`src/design/fsc_pkg.sv`:
```
// Package with the constants and carrier types shared by the fan drive slew logic.
package fsc_pkg;

  localparam int FAN_N = 4;
  localparam int DRIVE_W = 9;
  localparam int COUNT_W = 11;
  localparam int DRIVE_STEPS = 512;
  localparam logic [8:0] DRIVE_ZERO = 9'h000;
  localparam logic [8:0] DRIVE_FULL = 9'h1FF;
  localparam logic [10:0] COUNT_SHUTDOWN = 11'h7FF;

  localparam int ADDR_W = 8;
  localparam int DATA_W = 8;
  localparam logic [7:0] FAN1_DYNAMICS_ADDR = 8'h06;
  localparam logic [7:0] FAN2_DYNAMICS_ADDR = 8'h07;
  localparam logic [7:0] FAN3_DYNAMICS_ADDR = 8'h08;
  localparam logic [7:0] FAN4_DYNAMICS_ADDR = 8'h09;
  localparam logic [7:0] DYNAMICS_RESET = 8'h4C;
  localparam logic [7:0] UNMAPPED_READ = 8'h00;

  localparam int RATE_LSB = 2;
  localparam int RATE_W = 3;
  localparam logic [2:0] RATE_ZERO = 3'h0;

  localparam int CLK_MHZ = 100;
  localparam int TIMER_W = 32;
  // Interval forced in speed-regulated mode when the rate field selects zero.
  localparam int SPEED_MIN_INTERVAL_US = 62500;
  localparam int SPEED_MIN_INTERVAL_CYC = SPEED_MIN_INTERVAL_US * CLK_MHZ;
  // Interval per rate code count for nonzero codes; a plain default.
  localparam int RATE_UNIT_US = 62500;
  localparam int RATE_UNIT_CYC = RATE_UNIT_US * CLK_MHZ;

  typedef struct packed {
    logic speed_mode;
    logic spinup_en;
    logic [10:0] target_count;
    logic [8:0] target_drive;
    logic loop_up;
    logic loop_down;
  } fsc_fan_in_t;

  typedef struct packed {
    logic [8:0] drive;
    logic spinup_start;
    logic settled;
  } fsc_fan_out_t;

  typedef struct packed {
    logic we;
    logic re;
    logic [7:0] addr;
    logic [7:0] wdata;
  } fsc_reg_req_t;

endpackage : fsc_pkg

```
`src/design/fsc_dyn_regs.sv`:
```
// Storage for the four per-fan dynamics registers with a registered read port.
`timescale 1ns/1ps
module fsc_dyn_regs (
  input wire logic core_clk,
  input wire logic nrst,
  input wire logic [fsc_pkg::FAN_N-1:0] wr_sel,
  input wire logic [fsc_pkg::FAN_N-1:0] rd_sel,
  input wire logic rd_en,
  input wire logic [fsc_pkg::DATA_W-1:0] wdata,
  output logic [fsc_pkg::DATA_W-1:0] rdata,
  output logic [fsc_pkg::FAN_N-1:0][fsc_pkg::DATA_W-1:0] dyn
);
  import fsc_pkg::*;

  logic [DATA_W-1:0] rdata_next;

  genvar gi;
  generate
    for (gi = 0; gi < FAN_N; gi++) begin : g_reg
      always_ff @(posedge core_clk or negedge nrst) begin
        if (!nrst) begin
          dyn[gi] <= DYNAMICS_RESET;
        end else if (wr_sel[gi]) begin
          dyn[gi] <= wdata;
        end
      end
    end
  endgenerate

  always_comb begin
    rdata_next = UNMAPPED_READ;
    for (int i = 0; i < FAN_N; i++) begin
      if (rd_sel[i]) begin
        rdata_next = dyn[i];
      end
    end
  end

  always_ff @(posedge core_clk or negedge nrst) begin
    if (!nrst) begin
      rdata <= UNMAPPED_READ;
    end else if (rd_en) begin
      rdata <= rdata_next;
    end
  end

endmodule : fsc_dyn_regs

```
`src/design/fsc_slew_top.sv`:
```
// Four-fan drive slew control with the dynamics register port.
//
// Operation
// RL1: Drive moves in single steps of 1/512.
// RL2: Rate field sets time between steps.
// RL3: Speed mode rate zero uses 0.0625 s.
// RL4: Target count 2047 forces drive zero immediately.
// RL5: Target drive zero forces output zero immediately.
// RL6: Direct mode restart from zero jumps to target.
// RL7: Speed mode restart loads target drive value.
// RL8: Host steps down before selecting shutdown.
// RL9: One step per interval, stop at target.
`timescale 1ns/1ps
// Interval lengths are counted in clock cycles. The defaults give the real durations at the
// system clock rate; a bench may shrink them to keep its runs short.
module fsc_slew_top #(
  parameter logic [31:0] SPEED_MIN_CYC = 32'(fsc_pkg::SPEED_MIN_INTERVAL_CYC),
  parameter logic [31:0] RATE_UNIT_CYCLES = 32'(fsc_pkg::RATE_UNIT_CYC)
) (
  input wire logic core_clk,
  input wire logic nrst,
  input wire fsc_pkg::fsc_reg_req_t reg_req,
  output logic [fsc_pkg::DATA_W-1:0] reg_rdata,
  input wire fsc_pkg::fsc_fan_in_t [fsc_pkg::FAN_N-1:0] fan_in,
  output fsc_pkg::fsc_fan_out_t [fsc_pkg::FAN_N-1:0] fan_out
);
  import fsc_pkg::*;

  // One-hot fan select for a register address; zero for an unmapped address.
  function automatic logic [FAN_N-1:0] fan_select(input logic [ADDR_W-1:0] addr);
    logic [FAN_N-1:0] sel;
    sel = '0;
    case (addr)
      FAN1_DYNAMICS_ADDR: sel = 4'h1;
      FAN2_DYNAMICS_ADDR: sel = 4'h2;
      FAN3_DYNAMICS_ADDR: sel = 4'h4;
      FAN4_DYNAMICS_ADDR: sel = 4'h8;
      default: sel = '0;
    endcase
    return sel;
  endfunction : fan_select

  // Step interval in clock cycles for one rate code. Rate zero would let the speed loop ring, so
  // speed mode falls back to the shortest safe interval, while direct mode steps every cycle.
  function automatic logic [TIMER_W-1:0] step_interval(input logic [RATE_W-1:0] code, input logic speed);
    logic [TIMER_W-1:0] cyc;
    cyc = '0;
    if (code == RATE_ZERO) begin
      cyc = speed ? SPEED_MIN_CYC : 32'h0000_0001; // RL3
    end else begin
      cyc = TIMER_W'(RATE_UNIT_CYCLES * code); // RL2
    end
    return cyc;
  endfunction : step_interval

  // Direction of the next step, up in bit 1 and down in bit 0. A conflicting loop demand asks for
  // neither, and the rails stop any step that would wrap the drive around.
  function automatic logic [1:0] step_dir(input fsc_fan_in_t fi, input logic [DRIVE_W-1:0] drive);
    logic [1:0] dir;
    dir = 2'h0;
    if (fi.speed_mode) begin
      dir[1] = fi.loop_up && !fi.loop_down && (drive != DRIVE_FULL);
      dir[0] = fi.loop_down && !fi.loop_up && (drive != DRIVE_ZERO);
    end else begin
      dir[1] = (drive < fi.target_drive);
      dir[0] = (drive > fi.target_drive);
    end
    return dir;
  endfunction : step_dir

  // Shutdown request of one fan, decoded from the value that each mode treats as stop.
  function automatic logic is_shutdown(input fsc_fan_in_t fi);
    logic off;
    off = 1'b0;
    if (fi.speed_mode) begin
      off = (fi.target_count == COUNT_SHUTDOWN); // RL4
    end else begin
      off = (fi.target_drive == DRIVE_ZERO); // RL5
    end
    return off;
  endfunction : is_shutdown

  // One drive step up or down; callers only step away from the rails.
  function automatic logic [DRIVE_W-1:0] step_once(input logic [DRIVE_W-1:0] drive, input logic up);
    logic [DRIVE_W-1:0] nxt;
    nxt = drive;
    if (up) begin
      nxt = drive + 9'h001; // RL1
    end else begin
      nxt = drive - 9'h001; // RL1
    end
    return nxt;
  endfunction : step_once

  logic [FAN_N-1:0] wr_sel;
  logic [FAN_N-1:0] rd_sel;
  logic [FAN_N-1:0][DATA_W-1:0] dyn;

  // The read select follows the address on every cycle. The read register only loads on re, so
  // an address change between reads leaves the data held for the host alone.
  assign wr_sel = reg_req.we ? fan_select(reg_req.addr) : '0;
  assign rd_sel = fan_select(reg_req.addr);

  fsc_dyn_regs u_regs (
    .core_clk(core_clk),
    .nrst(nrst),
    .wr_sel(wr_sel),
    .rd_sel(rd_sel),
    .rd_en(reg_req.re),
    .wdata(reg_req.wdata),
    .rdata(reg_rdata),
    .dyn(dyn)
  );

  // Each fan has its own timer, so channels never share or delay one another's steps.
  genvar gf;
  generate
    for (gf = 0; gf < FAN_N; gf++) begin : g_fan
      logic [RATE_W-1:0] rate_code;
      logic [TIMER_W-1:0] interval;
      logic [TIMER_W-1:0] timer_reg;
      logic [TIMER_W-1:0] timer_next;
      logic [DRIVE_W-1:0] drive_reg;
      logic [DRIVE_W-1:0] drive_next;
      logic spin_reg;
      logic spin_next;
      logic settled_reg;
      logic settled_next;
      logic tick;
      logic shutdown;
      logic restart;
      logic jump;
      logic want_up;
      logic want_down;

      assign rate_code = dyn[gf][RATE_LSB +: RATE_W];

      assign interval = step_interval(rate_code, fan_in[gf].speed_mode); // RL2 RL3

      assign tick = (timer_reg >= interval - 32'h0000_0001);

      // Shutdown is held as a level, so it also wins over any step in flight.
      assign shutdown = is_shutdown(fan_in[gf]); // RL4 RL5

      assign restart = (drive_reg == DRIVE_ZERO) && !shutdown;

      // In speed mode a zero restart value gives no jump; the drive then waits at zero and the
      // loop demand steps it up one interval at a time.
      assign jump = restart && (fan_in[gf].target_drive != DRIVE_ZERO);

      assign {want_up, want_down} = step_dir(fan_in[gf], drive_reg);

      // Shutdown outranks a restart jump and a jump outranks a step, so a host that selects the
      // stop value in the middle of a ramp gets zero drive at once.
      always_comb begin
        drive_next = drive_reg;
        spin_next = 1'b0;
        if (shutdown) begin
          drive_next = DRIVE_ZERO; // RL4 RL5
        end else if (jump) begin
          // Both modes restart from the target drive value in one move.
          drive_next = fan_in[gf].target_drive; // RL6 RL7
          spin_next = fan_in[gf].spinup_en; // RL6 RL7
        end else if (tick && want_up) begin
          drive_next = step_once(drive_reg, 1'b1); // RL1 RL9
        end else if (tick && want_down) begin
          drive_next = step_once(drive_reg, 1'b0); // RL1 RL9
        end
      end

      // The timer restarts after every step or jump so the next step waits a
      // whole interval; a shorter rate code takes effect at once, in the interval already running.
      always_comb begin
        if (shutdown || jump || tick) begin
          timer_next = '0; // RL9
        end else begin
          timer_next = timer_reg + 32'h0000_0001;
        end
      end

      // Settled trails the drive by one cycle, since it is registered like every other output.
      // It stays low while a step or a restart jump is still due.
      assign settled_next = !want_up && !want_down && !jump;

      always_ff @(posedge core_clk or negedge nrst) begin
        if (!nrst) begin
          drive_reg <= DRIVE_ZERO;
        end else begin
          drive_reg <= drive_next;
        end
      end

      always_ff @(posedge core_clk or negedge nrst) begin
        if (!nrst) begin
          timer_reg <= '0;
        end else begin
          timer_reg <= timer_next;
        end
      end

      // The spin-up start is a single-cycle pulse; the drive itself jumps in the same cycle, so
      // the stage behind the pin must run its spin-up from this pulse alone.
      always_ff @(posedge core_clk or negedge nrst) begin
        if (!nrst) begin
          spin_reg <= 1'b0;
        end else begin
          spin_reg <= spin_next;
        end
      end

      always_ff @(posedge core_clk or negedge nrst) begin
        if (!nrst) begin
          settled_reg <= 1'b0;
        end else begin
          settled_reg <= settled_next;
        end
      end

      // All three outputs come straight from the registers above.
      assign fan_out[gf].drive = drive_reg;
      assign fan_out[gf].spinup_start = spin_reg;
      assign fan_out[gf].settled = settled_reg;
    end
  endgenerate

endmodule : fsc_slew_top

```
`config.mk`:
```
export PLATFORM = sky130hd
export DESIGN_NAME = fsc_slew_top
export DESIGN_NICKNAME = d
export VERILOG_FILES = /design/src/design/fsc_pkg.sv /design/src/design/fsc_dyn_regs.sv /design/src/design/fsc_slew_top.sv
export SDC_FILE = /design/constraint.sdc
export NUM_CORES = 1
export LEC_CHECK = 0
export ABC_CLOCK_PERIOD_IN_PS = 8800
export BUFFER_PORTS_ARGS = -buffer_cell sky130_fd_sc_hd__buf_2
export CAP_MARGIN = 10
export CORE_AREA = 4 4 164 229
export CTS_CLUSTER_DIAMETER = 60
export DETAILED_ROUTE_END_ITERATION = 6
export DIE_AREA = 0 0 168 233
export GPL_ROUTABILITY_DRIVEN = 0
export PLACE_DENSITY_LB_ADDON = 0.3
export SLEW_MARGIN = 15
export SYNTH_ARGS = -nofsm -noshare
export SYNTH_HDL_FRONTEND = slang
export SYNTH_SLANG_ARGS = --single-unit
```
`constraint.sdc`:
```
create_clock -name core_clk -period 8.8 [get_ports core_clk]
set_input_delay 1.76 -clock core_clk [delete_from_list [all_inputs] [get_ports core_clk]]
set_output_delay 1.76 -clock core_clk [all_outputs]
set_load 0.05 [all_outputs]
```
==> summary.md, run 1 <==
| Metric | Value |
|---|---|
| Run status | finished, final reports clean |
| Cell with the largest stage delay on the worst path | dfstp_2 |
| Peak supply drop | 214 uV |
| Number of placement rows | 82 |
| Primary FF master, synth | dfrtp_1 |
| Wire length of the first global-routing pass | 81,700 um |
| Cell leakage power | 10.1 nW |
| Power density over cell area | 203 nW/um^2 |
| Final number of setup-violating endpoints | 0 |
| Critical Path Max Stage Delay | 670 ps |
| Layout cells sized above 1 | 0.118 |
| Sum of buffers and inverters on the critical path | 0 |
| Seq cells post-synth | 212 |
| Worst setup path startpoint | u_regs.dyn[26] |
| Total CTS buffers | 25 |
| Depth of the worst register-to-register path | 27 |
| Dominant combinational cell family by area after synthesis | simple AND/OR/NAND/NOR gates |
| Data required time of the worst path | 9220 ps |
| Post-Synth Adder-Cell Area | 0.174 |
| Cell type with the largest total area after synthesis | dfrtp_1 |
| Total global routing overflow | 0 |
| Post-layout net count | 2,775 |
| Async S/R FF share, synth | 1.00 |
| Critical path capture point type | flip-flop |
| Half-perimeter wire length of the detailed placement result | 37,700 um |
| Initial core utilization | 0.542 |
| Worst Setup Start Kind | flip-flop |
| Crit path DAT | 8490 ps |
| Buffer depth of the longest clock path | 3 |
| Core area | 35,600 sq um |
| Number of warnings reported in the yosys synthesis log | 0 |
| Total routing usage reported by global routing | 0.243 |
| Worst Hold Path Cells | 1 |
| Number of setup buffers added after CTS | 0 |
| Synthesized area per cell | 8.49 sq um |
| Flop-to-flop setup slack | 740 ps |
| Setup TNS | 0 ps |
| Most used standard cell by instance count after synthesis | nor2_1 |
| Final-layout worst hold slack | 495 ps |
| Synth-to-layout area growth | 10.3% |
| Destination of the worst hold path | g_fan[0].timer_reg[0] |
| Share of synthesized cell area in and, or, nand and nor gates | 0.227 |
| Starting DRT DRC Count | 1,066 |
| Worst Min Path Start | g_fan[0].timer_reg[0] |
| EDFF count, synth | 0 |
| CTS tree | built |
| Worst flop-to-flop path startpoint | u_regs.dyn[26] |
| Placed Cells | 2,835 |
| Detail-routed via count per cell | 6.05 |
| Type of the worst min-delay path | reg -> reg |
| Largest net degree at the start of global routing | 86 |
| Top fanout value on the critical path | 10 |
| Number of library cell types mapped by synthesis | 86 |
| Port buffer count | 167 |
| Vias in the first global route | 17,382 |
| # DRC | 0 |
| Max reg flops | 128 |
| Remaining number of nets flagged by the antenna check after routing | 0 |
| Mux cell area share after synthesis | 0.0258 |
| Fill cell count | 3,135 |
| Leading cell types by count after synthesis | nor2_1, ha_1, dfrtp_1, nand2_1, a21oi_1 |
| Clock H-tree levels | 1 |
| Latest clock arrival within the worst-skew pair | 540 ps |
| Fin crit share | 0.916 |
| Post-Syn Nets | 2,646 |
| Fraction of synthesized cell area taken by the top area cell type | 0.260 |
| Cell family contributing the most delay on the critical path | simple AND/OR/NAND/NOR gates |
| Sink Count | 212 |
| Wire length per cell | 17.0 um |
| Initial antenna violation count | 2 |
| Die span in x | 168 um |
| Slew Viols, Final | 0 |
| Final min period | 8060 ps |
| CP Class | reg -> reg |
| Die area | 39,100 sq um |
| I/O pin total | 168 |
| Clock slew at the register clock pins of the worst setup and hold paths | 60 ps |
| Critical register-to-register path endpoint | g_fan[3].drive_reg[8] |
| Number of vias after detailed routing | 17,440 |
| Critical Path Most Common Cell | fa_1 |
| Resized cells post-CTS | 0 |
| Finished Layout Cells | 2,881 |
| Hold-fix buffers at CTS | 0 |
| Sequential-to-total area share from yosys stat | 0.276 |
| Parity-gate share of the synthesized area counting xor and xnor cells | 0.0912 |
| RSZ-0062 raised after global routing | false |
| Final Hold Viols | 0 |
| Detailed-route wire length | 48,800 um |
| Chip height | 233 um |
| Cell area after synthesis | 19,300 sq um |
| Worst clock skew | 10.6 ps |
| Max-cap viol count | 0 |
| Most area-consuming cells after synthesis | dfrtp_1, ha_1, nor2_1 |
| Area fraction in compound gates after synthesis | 0.170 |
| Transition time at the pin with the least slew margin | 1130 ps |
| Synthesized netlist cell count | 2,271 |
| Worst slew slack as a fraction of its limit | 0.240 |
| Drt pass-1 iters | 6 |
| Clock root buffer | clkbuf_16 |
| Achievable frequency | 0.124 GHz |
-- metrics by stage --
step | area, sq um | utilization | total power [mW] | setup slack [ps]
floorplan | 19300 | - | 2.78 | 1480
global placement | 20400 | 0.574 | 3.18 | 1050
detailed placement | 20400 | 0.574 | 3.27 | 800
CTS | 21300 | 0.597 | 4.35 | 784
global route | 21300 | 0.597 | 4.65 | 334
finish | 21300 | 0.597 | 4.32 | 735
-- logic make-up (layout without fill, tap and decap cells) --
family                     after synthesis  after routing
adders and majority gates              259            259
buffers and inverters                  170            317
AOI/OAI and AO/OA                      498            498
other                                    0              1
and+or+nand+nor                        888            888
xor gates and xnor gates               199            199
muxes                                   45             45
DFF                                    212            212
-- per-layer routing --
metal  global-route usage  up-vias  routed length, um  share of wire
li1                     -     8500                  -              -
met1                0.277     8277              19300           0.40
met2                0.454      500              25300           0.52
met3               0.0280      161               2120          0.043
met4                0.108        2               2090          0.043
met5                    0        -                 13        0.00027
-- worst max path at each step --
stage / endpoint / slack (ps) / depth (start not counted)
after floorplan: g_fan[3].drive_reg[8] / 1480 / 27
after global placement: g_fan[3].drive_reg[8] / 1050 / 27
after detailed placement: g_fan[3].drive_reg[8] / 800 / 27
after CTS: g_fan[3].drive_reg[8] / 780 / 27
after global routing: g_fan[3].drive_reg[7] / 330 / 27
final: g_fan[3].drive_reg[8] / 740 / 27
-- cell usage in the layout (no fill, tap or decap), types with 27 or more instances in the layout --
master and count:
nor2_1 290, ha_1 243, dfrtp_1 200, nand2_1 175, buf_2 166, a21oi_1 138, xor2_1 111, inv_1 97
o21ai_0 90, xnor2_1 87, nand3_1 81, nand4_1 74, nor3_1 48, a21o_1 47, and3_1 39, mux2_2 38
o31ai_1 27, nor4_1 27
-- power breakdown --
| group | total [mW] | switching [mW] | internal [mW] |
|---|---|---|---|
| Combinational | 1.91 | 1.16 | 0.750 |
| Clock | 1.05 | 0.425 | 0.624 |
| Sequential | 1.36 | 0.242 | 1.12 |
-- area by class of cell --
type,instances,area (sq um),area share
Tap cell,462,578,0.0272
Timing Repair Buffer,175,910,0.0428
Sequential cell,212,5320,0.250
Multi-Input combinational cell,1889,13300,0.624
Inverter,97,364,0.0171
Antenna cell,1,2.50,0.000118
Clock buffer,34,709,0.0334
Clock inverter,11,116,0.00547
(Power assumes the default switching activity.)
==> inputs of run 2 (changes only) <==
RECOVER_POWER = 100   (was not set)
==> run 2 against run 1 <==
  * The run now ends with capacitance limit, slew limit left
  * Sequential cell count did not move
  * Wire length rose by 0.23%
  * Largest cell class unchanged
  * Combinational power barely moved
  * Critical endpoint unchanged
==> summary.md, run 2 (synthesis gave the netlist of run 1 again) <==
| Metric | Value |
|---|---|
| Chip height | 233 um (unchanged) |
| Final Hold Viols | 0 (unchanged) |
| Data required time of the worst path | 9190 ps (-30 ps) |
| Final number of setup-violating endpoints | 0 (unchanged) |
| Layout cells sized above 1 | 0.0918 (-0.0265) |
| Vias in the first global route | 17,382 (unchanged) |
| Fin area | 21,200 sq um (-0.50%) |
| Power density over cell area | 203 nW/um^2 (+0.11%) |
| Transition time at the pin with the least slew margin | 4160 ps (+3030 ps) |
| # DRC | 0 (unchanged) |
| Remaining number of nets flagged by the antenna check after routing | 0 (unchanged) |
| Violations in the final reports | capacitance limit, slew limit |
| Top fanout value on the critical path | 10 (unchanged) |
| Port buffer count | 167 (unchanged) |
| Drt pass-1 iters | 6 (unchanged) |
| Depth of the worst register-to-register path | 27 (unchanged) |
| Die area | 39,100 sq um (unchanged) |
| Setup TNS | 0 ps (unchanged) |
| RSZ-0062 raised after global routing | false |
| Flop-to-flop setup slack | 570 ps (-160 ps) |
| CP Class | reg -> reg |
| Cell leakage power | 9.92 nW (-2.0%) |
| Core area | 35,600 sq um (unchanged) |
| I/O pin total | 168 (unchanged) |
| Crit path DAT | 8620 ps (+130 ps) |
| Detail-routed via count per cell | 6.05 (about the same) |
| Worst flop-to-flop path startpoint | u_regs.dyn[26] |
| Total routing usage reported by global routing | 0.243 (unchanged) |
| Wire length of the first global-routing pass | 81,700 um (unchanged) |
| Most frequent standard cell in the layout excluding fill and tap cells | nor2_1 |
| Placed Instance Area | 20,400 sq um (unchanged) |
| Most used cells in the layout excluding fill and tap cells | nor2_1, ha_1, dfrtp_1 |
| Starting DRT DRC Count | 1,114 (+4.5%) |
| Largest net degree at the start of global routing | 86 (unchanged) |
| Latest clock arrival within the worst-skew pair | 540 ps (about the same) |
| CTS tree | built |
| Half-perimeter wire length of the detailed placement result | 37,700 um (unchanged) |
| Final min period | 8230 ps (+164 ps) |
| Post-layout net count | 2,775 (unchanged) |
| Worst Hold Path Cells | 1 (unchanged) |
| Resized cells post-CTS | 0 (unchanged) |
| Hold-fix buffers at CTS | 0 (unchanged) |
| Total CTS buffers | 25 (unchanged) |
| Number of vias after detailed routing | 17,434 (-0.034%) |
| Die span in x | 168 um (unchanged) |
| Worst clock skew | 10.8 ps (+0.230 ps) |
| Clock slew at the register clock pins of the worst setup and hold paths | 60 ps (about the same) |
| Peak supply drop | 211 uV (-1.4%) |
| Max-cap viol count | 4 (+4) |
| Initial antenna violation count | 2 (unchanged) |
| Placed Cells | 2,835 (unchanged) |
| Detailed-route wire length | 49,000 um (+0.23%) |
| Number of placement rows | 82 (unchanged) |
| Type of the worst min-delay path | reg -> reg |
| Run status | complete, but fails checks |
| Slew Viols, Final | 208 (+208) |
| Final-layout worst hold slack | 494 ps (-0.631 ps) |
| Achievable frequency | 0.122 GHz (-2.0%) |
| Finished Layout Cells | 2,881 (unchanged) |
| Sink Count | 212 (unchanged) |
| Clock H-tree levels | 1 (unchanged) |
| Critical path capture point type | flip-flop |
| Worst Setup Start Kind | flip-flop |
| Max reg flops | 128 (unchanged) |
| Destination of the worst hold path | g_fan[0].timer_reg[0] |
| Wire length per cell | 17.0 um (+0.23%) |
| Fin crit share | 0.935 (+0.0186) |
| Total global routing overflow | 0 (unchanged) |
| Synth-to-layout area growth | 9.78% |
| Initial core utilization | 0.542 (unchanged) |
| Critical register-to-register path endpoint | g_fan[3].drive_reg[8] |
| Number of setup buffers added after CTS | 0 (unchanged) |
| Clock root buffer | clkbuf_16 |
| Worst slew slack as a fraction of its limit | -1.78 (-2.02) |
| Buffer depth of the longest clock path | 3 (unchanged) |
| Worst Min Path Start | g_fan[0].timer_reg[0] |
## run 2: cell count changes in the layout (fill, tap and decap cells not counted), moves of 2 or more
| cell | before | now |
|---|---|---|
| clkbuf_1 | 4 | 64 |
| buf_4 | 7 | 3 |
| o21ai_1 | 5 | 3 |
| buf_2 | 166 | 110 |
| clkbuf_2 | 0 | 2 |
| and2_1 | 21 | 18 |
| and2_0 | 0 | 3 |
| o21ai_0 | 90 | 92 |
| or2_0 | 0 | 2 |
## run 2: cell type report
| type | count | area [sq um] |
|---|---|---|
| fill | 3165 | 14400 |
| antenna | 1 | 2.50 |
| multi-input combinational | 1889 | 13300 |
| clock buffer | 34 | 709 |
| tap | 462 | 578 |
| sequential | 212 | 5320 |
| clock inverter | 11 | 116 |
| inverter | 97 | 364 |
| timing repair buffer | 175 | 808 |
## run 2: worst max-delay path, stage by stage, from the launching register on
cell and delay [ps]:
dfstp_2 670, fa_1 500, ha_1 320, fa_1 510, nor2b_1 190, o31a_1 290, o21ai_1 160, xnor2_1 80
o21ai_0 380, nand4bb_2 270, or4_4 600, or4_1 480, ha_1 310, nand4_1 130, nor4_1 270, o21ai_0 120
a31oi_1 190, nor4_1 120, or3_1 560, fa_1 460, a21oi_1 210, o211ai_1 150, nor3_1 170, o21bai_1 110
xor2_1 150, or4_1 410, a31oi_1 180, o31ai_1 80
## run 2: metal layers
layer  vias to the layer above  wire (um)  global-route usage
li1                       8504          -                   -
met1                      8261      19200               0.277
met2                       514      25400               0.454
met3                       153       2250              0.0280
met4                         2       2040               0.108
met5                         -          7                   0
## run 2: how the worst max path moves through the flow
stage | startpoint | end | slack, ps | cells after the start
3_3_place_gp | u_regs.dyn[26] | g_fan[3].drive_reg[8] | 1050 | 27
4_1_cts | u_regs.dyn[26] | g_fan[3].drive_reg[8] | 780 | 27
3_5_place_dp | u_regs.dyn[26] | g_fan[3].drive_reg[8] | 800 | 27
2_1_floorplan | u_regs.dyn[26] | g_fan[3].drive_reg[8] | 1480 | 27
6_report | u_regs.dyn[26] | g_fan[3].drive_reg[8] | 570 | 27
5_1_grt | u_regs.dyn[26] | g_fan[3].drive_reg[7] | 190 | 27
## run 2: metrics by stage
step	worst slack [ps]	utilization	power, mW
2_1_floorplan	1480	-	2.78
3_3_place_gp	1050	0.574	3.18
3_5_place_dp	800	0.574	3.27
4_1_cts	784	0.597	4.35
5_1_grt	187	0.594	4.63
6_report	572	0.594	4.31
## run 2: power breakdown
part	switching (mW)	internal, mW
registers	0.245	1.12
clock network	0.426	0.624
logic	1.16	0.728
==> inputs of run 3 (changes only) <==
CELL_PAD_IN_SITES_DETAIL_PLACEMENT = 2   (was not set)
CELL_PAD_IN_SITES_GLOBAL_PLACEMENT = 2   (was not set)
CORE_AREA = 4 4 196 274   (was 4 4 164 229)
DIE_AREA = 0 0 200 278   (was 0 0 168 233)
==> run 3 against run 2 <==
  * The run still ends with capacitance limit, slew limit left
  * Worst hold slack better by 15 ps
  * Combinational power up 8%
  * Die area up 42%
  * Global-route usage down 0.41 points
  * Highest routed layer unchanged
==> summary.md, run 3 (synthesis gave the netlist of run 1 again) <==
| Metric | Value |
|---|---|
| Detailed-route wire length | 67,500 um (+38%) |
| Max-cap viol count | 3 (-1) |
| Run status | complete, but fails checks |
| Wire length per cell | 21.9 um (+29%) |
| Final min period | 8320 ps (+89.5 ps) |
| Clock H-tree levels | 1 (unchanged) |
| Post-place setup slack | 473 ps (-328 ps) |
| Final-layout worst hold slack | 509 ps (+14.9 ps) |
| Half-perimeter wire length of the detailed placement result | 52,200 um (+38%) |
| Layout cells sized above 1 | 0.0944 (+0.00254) |
| Initial antenna violation count | 7 (+5) |
| Total global routing overflow | 0 (unchanged) |
| Buffer depth of the longest clock path | 3 (unchanged) |
| Worst setup path startpoint | u_regs.dyn[26] |
| Placed Cells | 3,027 (+6.8%) |
| Transition time at the pin with the least slew margin | 5610 ps (+1450 ps) |
| Power density over cell area | 212 nW/um^2 (+4.1%) |
| Die span in x | 200 um (+19%) |
| Drt pass-1 iters | 4 (-2) |
| Crit path to | g_fan[3].drive_reg[8] |
| Cell with the largest stage delay on the worst path | dfstp_2 |
| Post-layout net count | 2,781 (+0.22%) |
| Detail-routed via count per cell | 5.85 (-3.3%) |
| Clock slew at the register clock pins of the worst setup and hold paths | 60 ps (about the same) |
| Flop-to-flop setup slack | 480 ps (-90 ps) |
| Fin area | 21,500 sq um (+1.6%) |
| Critical path capture point type | flip-flop |
| Worst slew slack as a fraction of its limit | -2.74 (-0.967) |
| Violations in the final reports | capacitance limit, slew limit |
| Fill cell count | 5,819 (+84%) |
| Slew Viols, Final | 201 (-3.4%) |
| Critical Path Most Common Cell | fa_1 |
| Util after Layout | 0.421 (-0.174) |
| Final Hold Viols | 0 (unchanged) |
| Critical register-to-register path endpoint | g_fan[3].drive_reg[8] |
| Initial core utilization | 0.377 (-0.164) |
| Cell leakage power | 9.98 nW (+0.58%) |
| Number of vias after detailed routing | 18,017 (+3.3%) |
| Core area | 51,100 sq um (+44%) |
| Starting DRT DRC Count | 645 (-42%) |
| Most used cells in the layout excluding fill and tap cells | nor2_1, ha_1, dfrtp_1 |
| Achievable frequency | 0.120 GHz (-1.1%) |
| Latest clock arrival within the worst-skew pair | 580 ps (+40 ps) |
| Number of placement rows | 98 (+20%) |
| Peak supply drop | 160 uV (-24%) |
| Chip height | 278 um (+19%) |
| Final worst setup slack | 482 ps (-89.5 ps) |
| Final number of setup-violating endpoints | 0 (unchanged) |
| Overall power | 4.56 mW (+5.8%) |
| I/O pin total | 168 (unchanged) |
| CTS tree | built |
| Total CTS buffers | 27 (+8.0%) |
| Wire length of the first global-routing pass | 110,000 um (+34%) |
| Largest net degree at the start of global routing | 99 (+15%) |
| Worst Setup Start Kind | flip-flop |
| Data required time of the worst path | 9220 ps (+30 ps) |
| Sink Count | 212 (unchanged) |
| # DRC | 0 (unchanged) |
| Worst flop-to-flop path startpoint | u_regs.dyn[26] |
| Fin crit share | 0.945 (+0.0102) |
| Crit path DAT | 8740 ps (+120 ps) |
| Most frequent standard cell in the layout excluding fill and tap cells | nor2_1 |
| Critical Path Max Stage Delay | 660 ps (about the same) |
| Total routing usage reported by global routing | 0.239 (-0.00407) |
| Finished Layout Cells | 3,080 (+6.9%) |
| Top fanout value on the critical path | 10 (unchanged) |
| CP Class | reg -> reg |
| Port buffer count | 167 (unchanged) |
| Depth of the worst register-to-register path | 27 (unchanged) |
| Type of the worst min-delay path | reg -> reg |
| Setup TNS | 0 ps (unchanged) |
| Remaining number of nets flagged by the antenna check after routing | 0 (unchanged) |
| Worst clock skew | 22.5 ps (+11.7 ps) |
| Max reg flops | 128 (unchanged) |
| Die area | 55,600 sq um (+42%) |
| Synth-to-layout area growth | 11.6% |
| Vias in the first global route | 20,478 (+18%) |
| Placed Instance Area | 20,700 sq um (+1.3%) |
| Clock root buffer | clkbuf_16 |
## run 3: changes by cell type in the layout (fill, tap and decap cells not counted), moves of 2 or more
cell / before / now
clkbuf_16: 25 / 27
mux2_1: 0 / 4
clkbuf_8: 5 / 10
mux2_2: 38 / 34
diode_2: 1 / 3
clkinv_4: 0 / 2
o21ai_0: 92 / 90
buf_4: 3 / 6
bufinv_16: 2 / 0
## run 3: routing by layer
metal | part of all wire | global-route usage | vias up
met5 | 0.00036 | 0 | -
met4 | 0.028 | 0.0706 | 4
met3 | 0.029 | 0.0265 | 119
met2 | 0.54 | 0.459 | 280
met1 | 0.40 | 0.274 | 9130
li1 | - | - | 8484
## run 3: cell type report
| type | count | area, sq um | share of cell area |
|---|---|---|---|
| tap | 650 | 813 | 0.0378 |
| inverter | 97 | 364 | 0.0169 |
| clock inverter | 10 | 68.8 | 0.00320 |
| antenna | 3 | 7.51 | 0.000349 |
| multi-input combinational | 1889 | 13300 | 0.617 |
| sequential | 212 | 5320 | 0.247 |
| timing repair buffer | 179 | 835 | 0.0388 |
| clock buffer | 40 | 825 | 0.0383 |
## run 3: worst max-delay path, delay by kind of cell, from the launching register on
kind	cells	cell delay (ps)
xor+xnor	1	170
fa+ha+maj	5	2080
simple gates	9	2900
compound gates	12	2340
flops	1	660
## run 3: timing repair
action | in CTS | in global routing
setup buffers | 0 | 0
gates resized for setup | 0 | 1
endpoints found under the setup margin | 0 | 2
hold buffers | 0 | 0
## run 3: power by group
group          switching, mW  total [mW]  internal [mW]
combinational           1.30        2.04          0.741
sequential             0.268        1.39           1.12
clock                  0.479        1.13          0.649
total                   2.04        4.56           2.51
## run 3: how the worst min path moves through the flow
| stage | startpoint | cells after the start | slack [ps] | endpoint |
|---|---|---|---|---|
| 2_1_floorplan | g_fan[0].timer_reg[0] | 1 | 450 | g_fan[0].timer_reg[0] |
| 3_3_place_gp | g_fan[3].timer_reg[0] | 1 | 470 | g_fan[3].timer_reg[0] |
| 3_5_place_dp | u_regs.dyn[21] | 1 | 500 | u_regs.dyn[21] |
| 4_1_cts | u_regs.dyn[21] | 1 | 510 | u_regs.dyn[21] |
| 5_1_grt | g_fan[3].timer_reg[0] | 1 | 530 | g_fan[3].timer_reg[0] |
| 6_report | u_regs.dyn[21] | 1 | 510 | u_regs.dyn[21] |
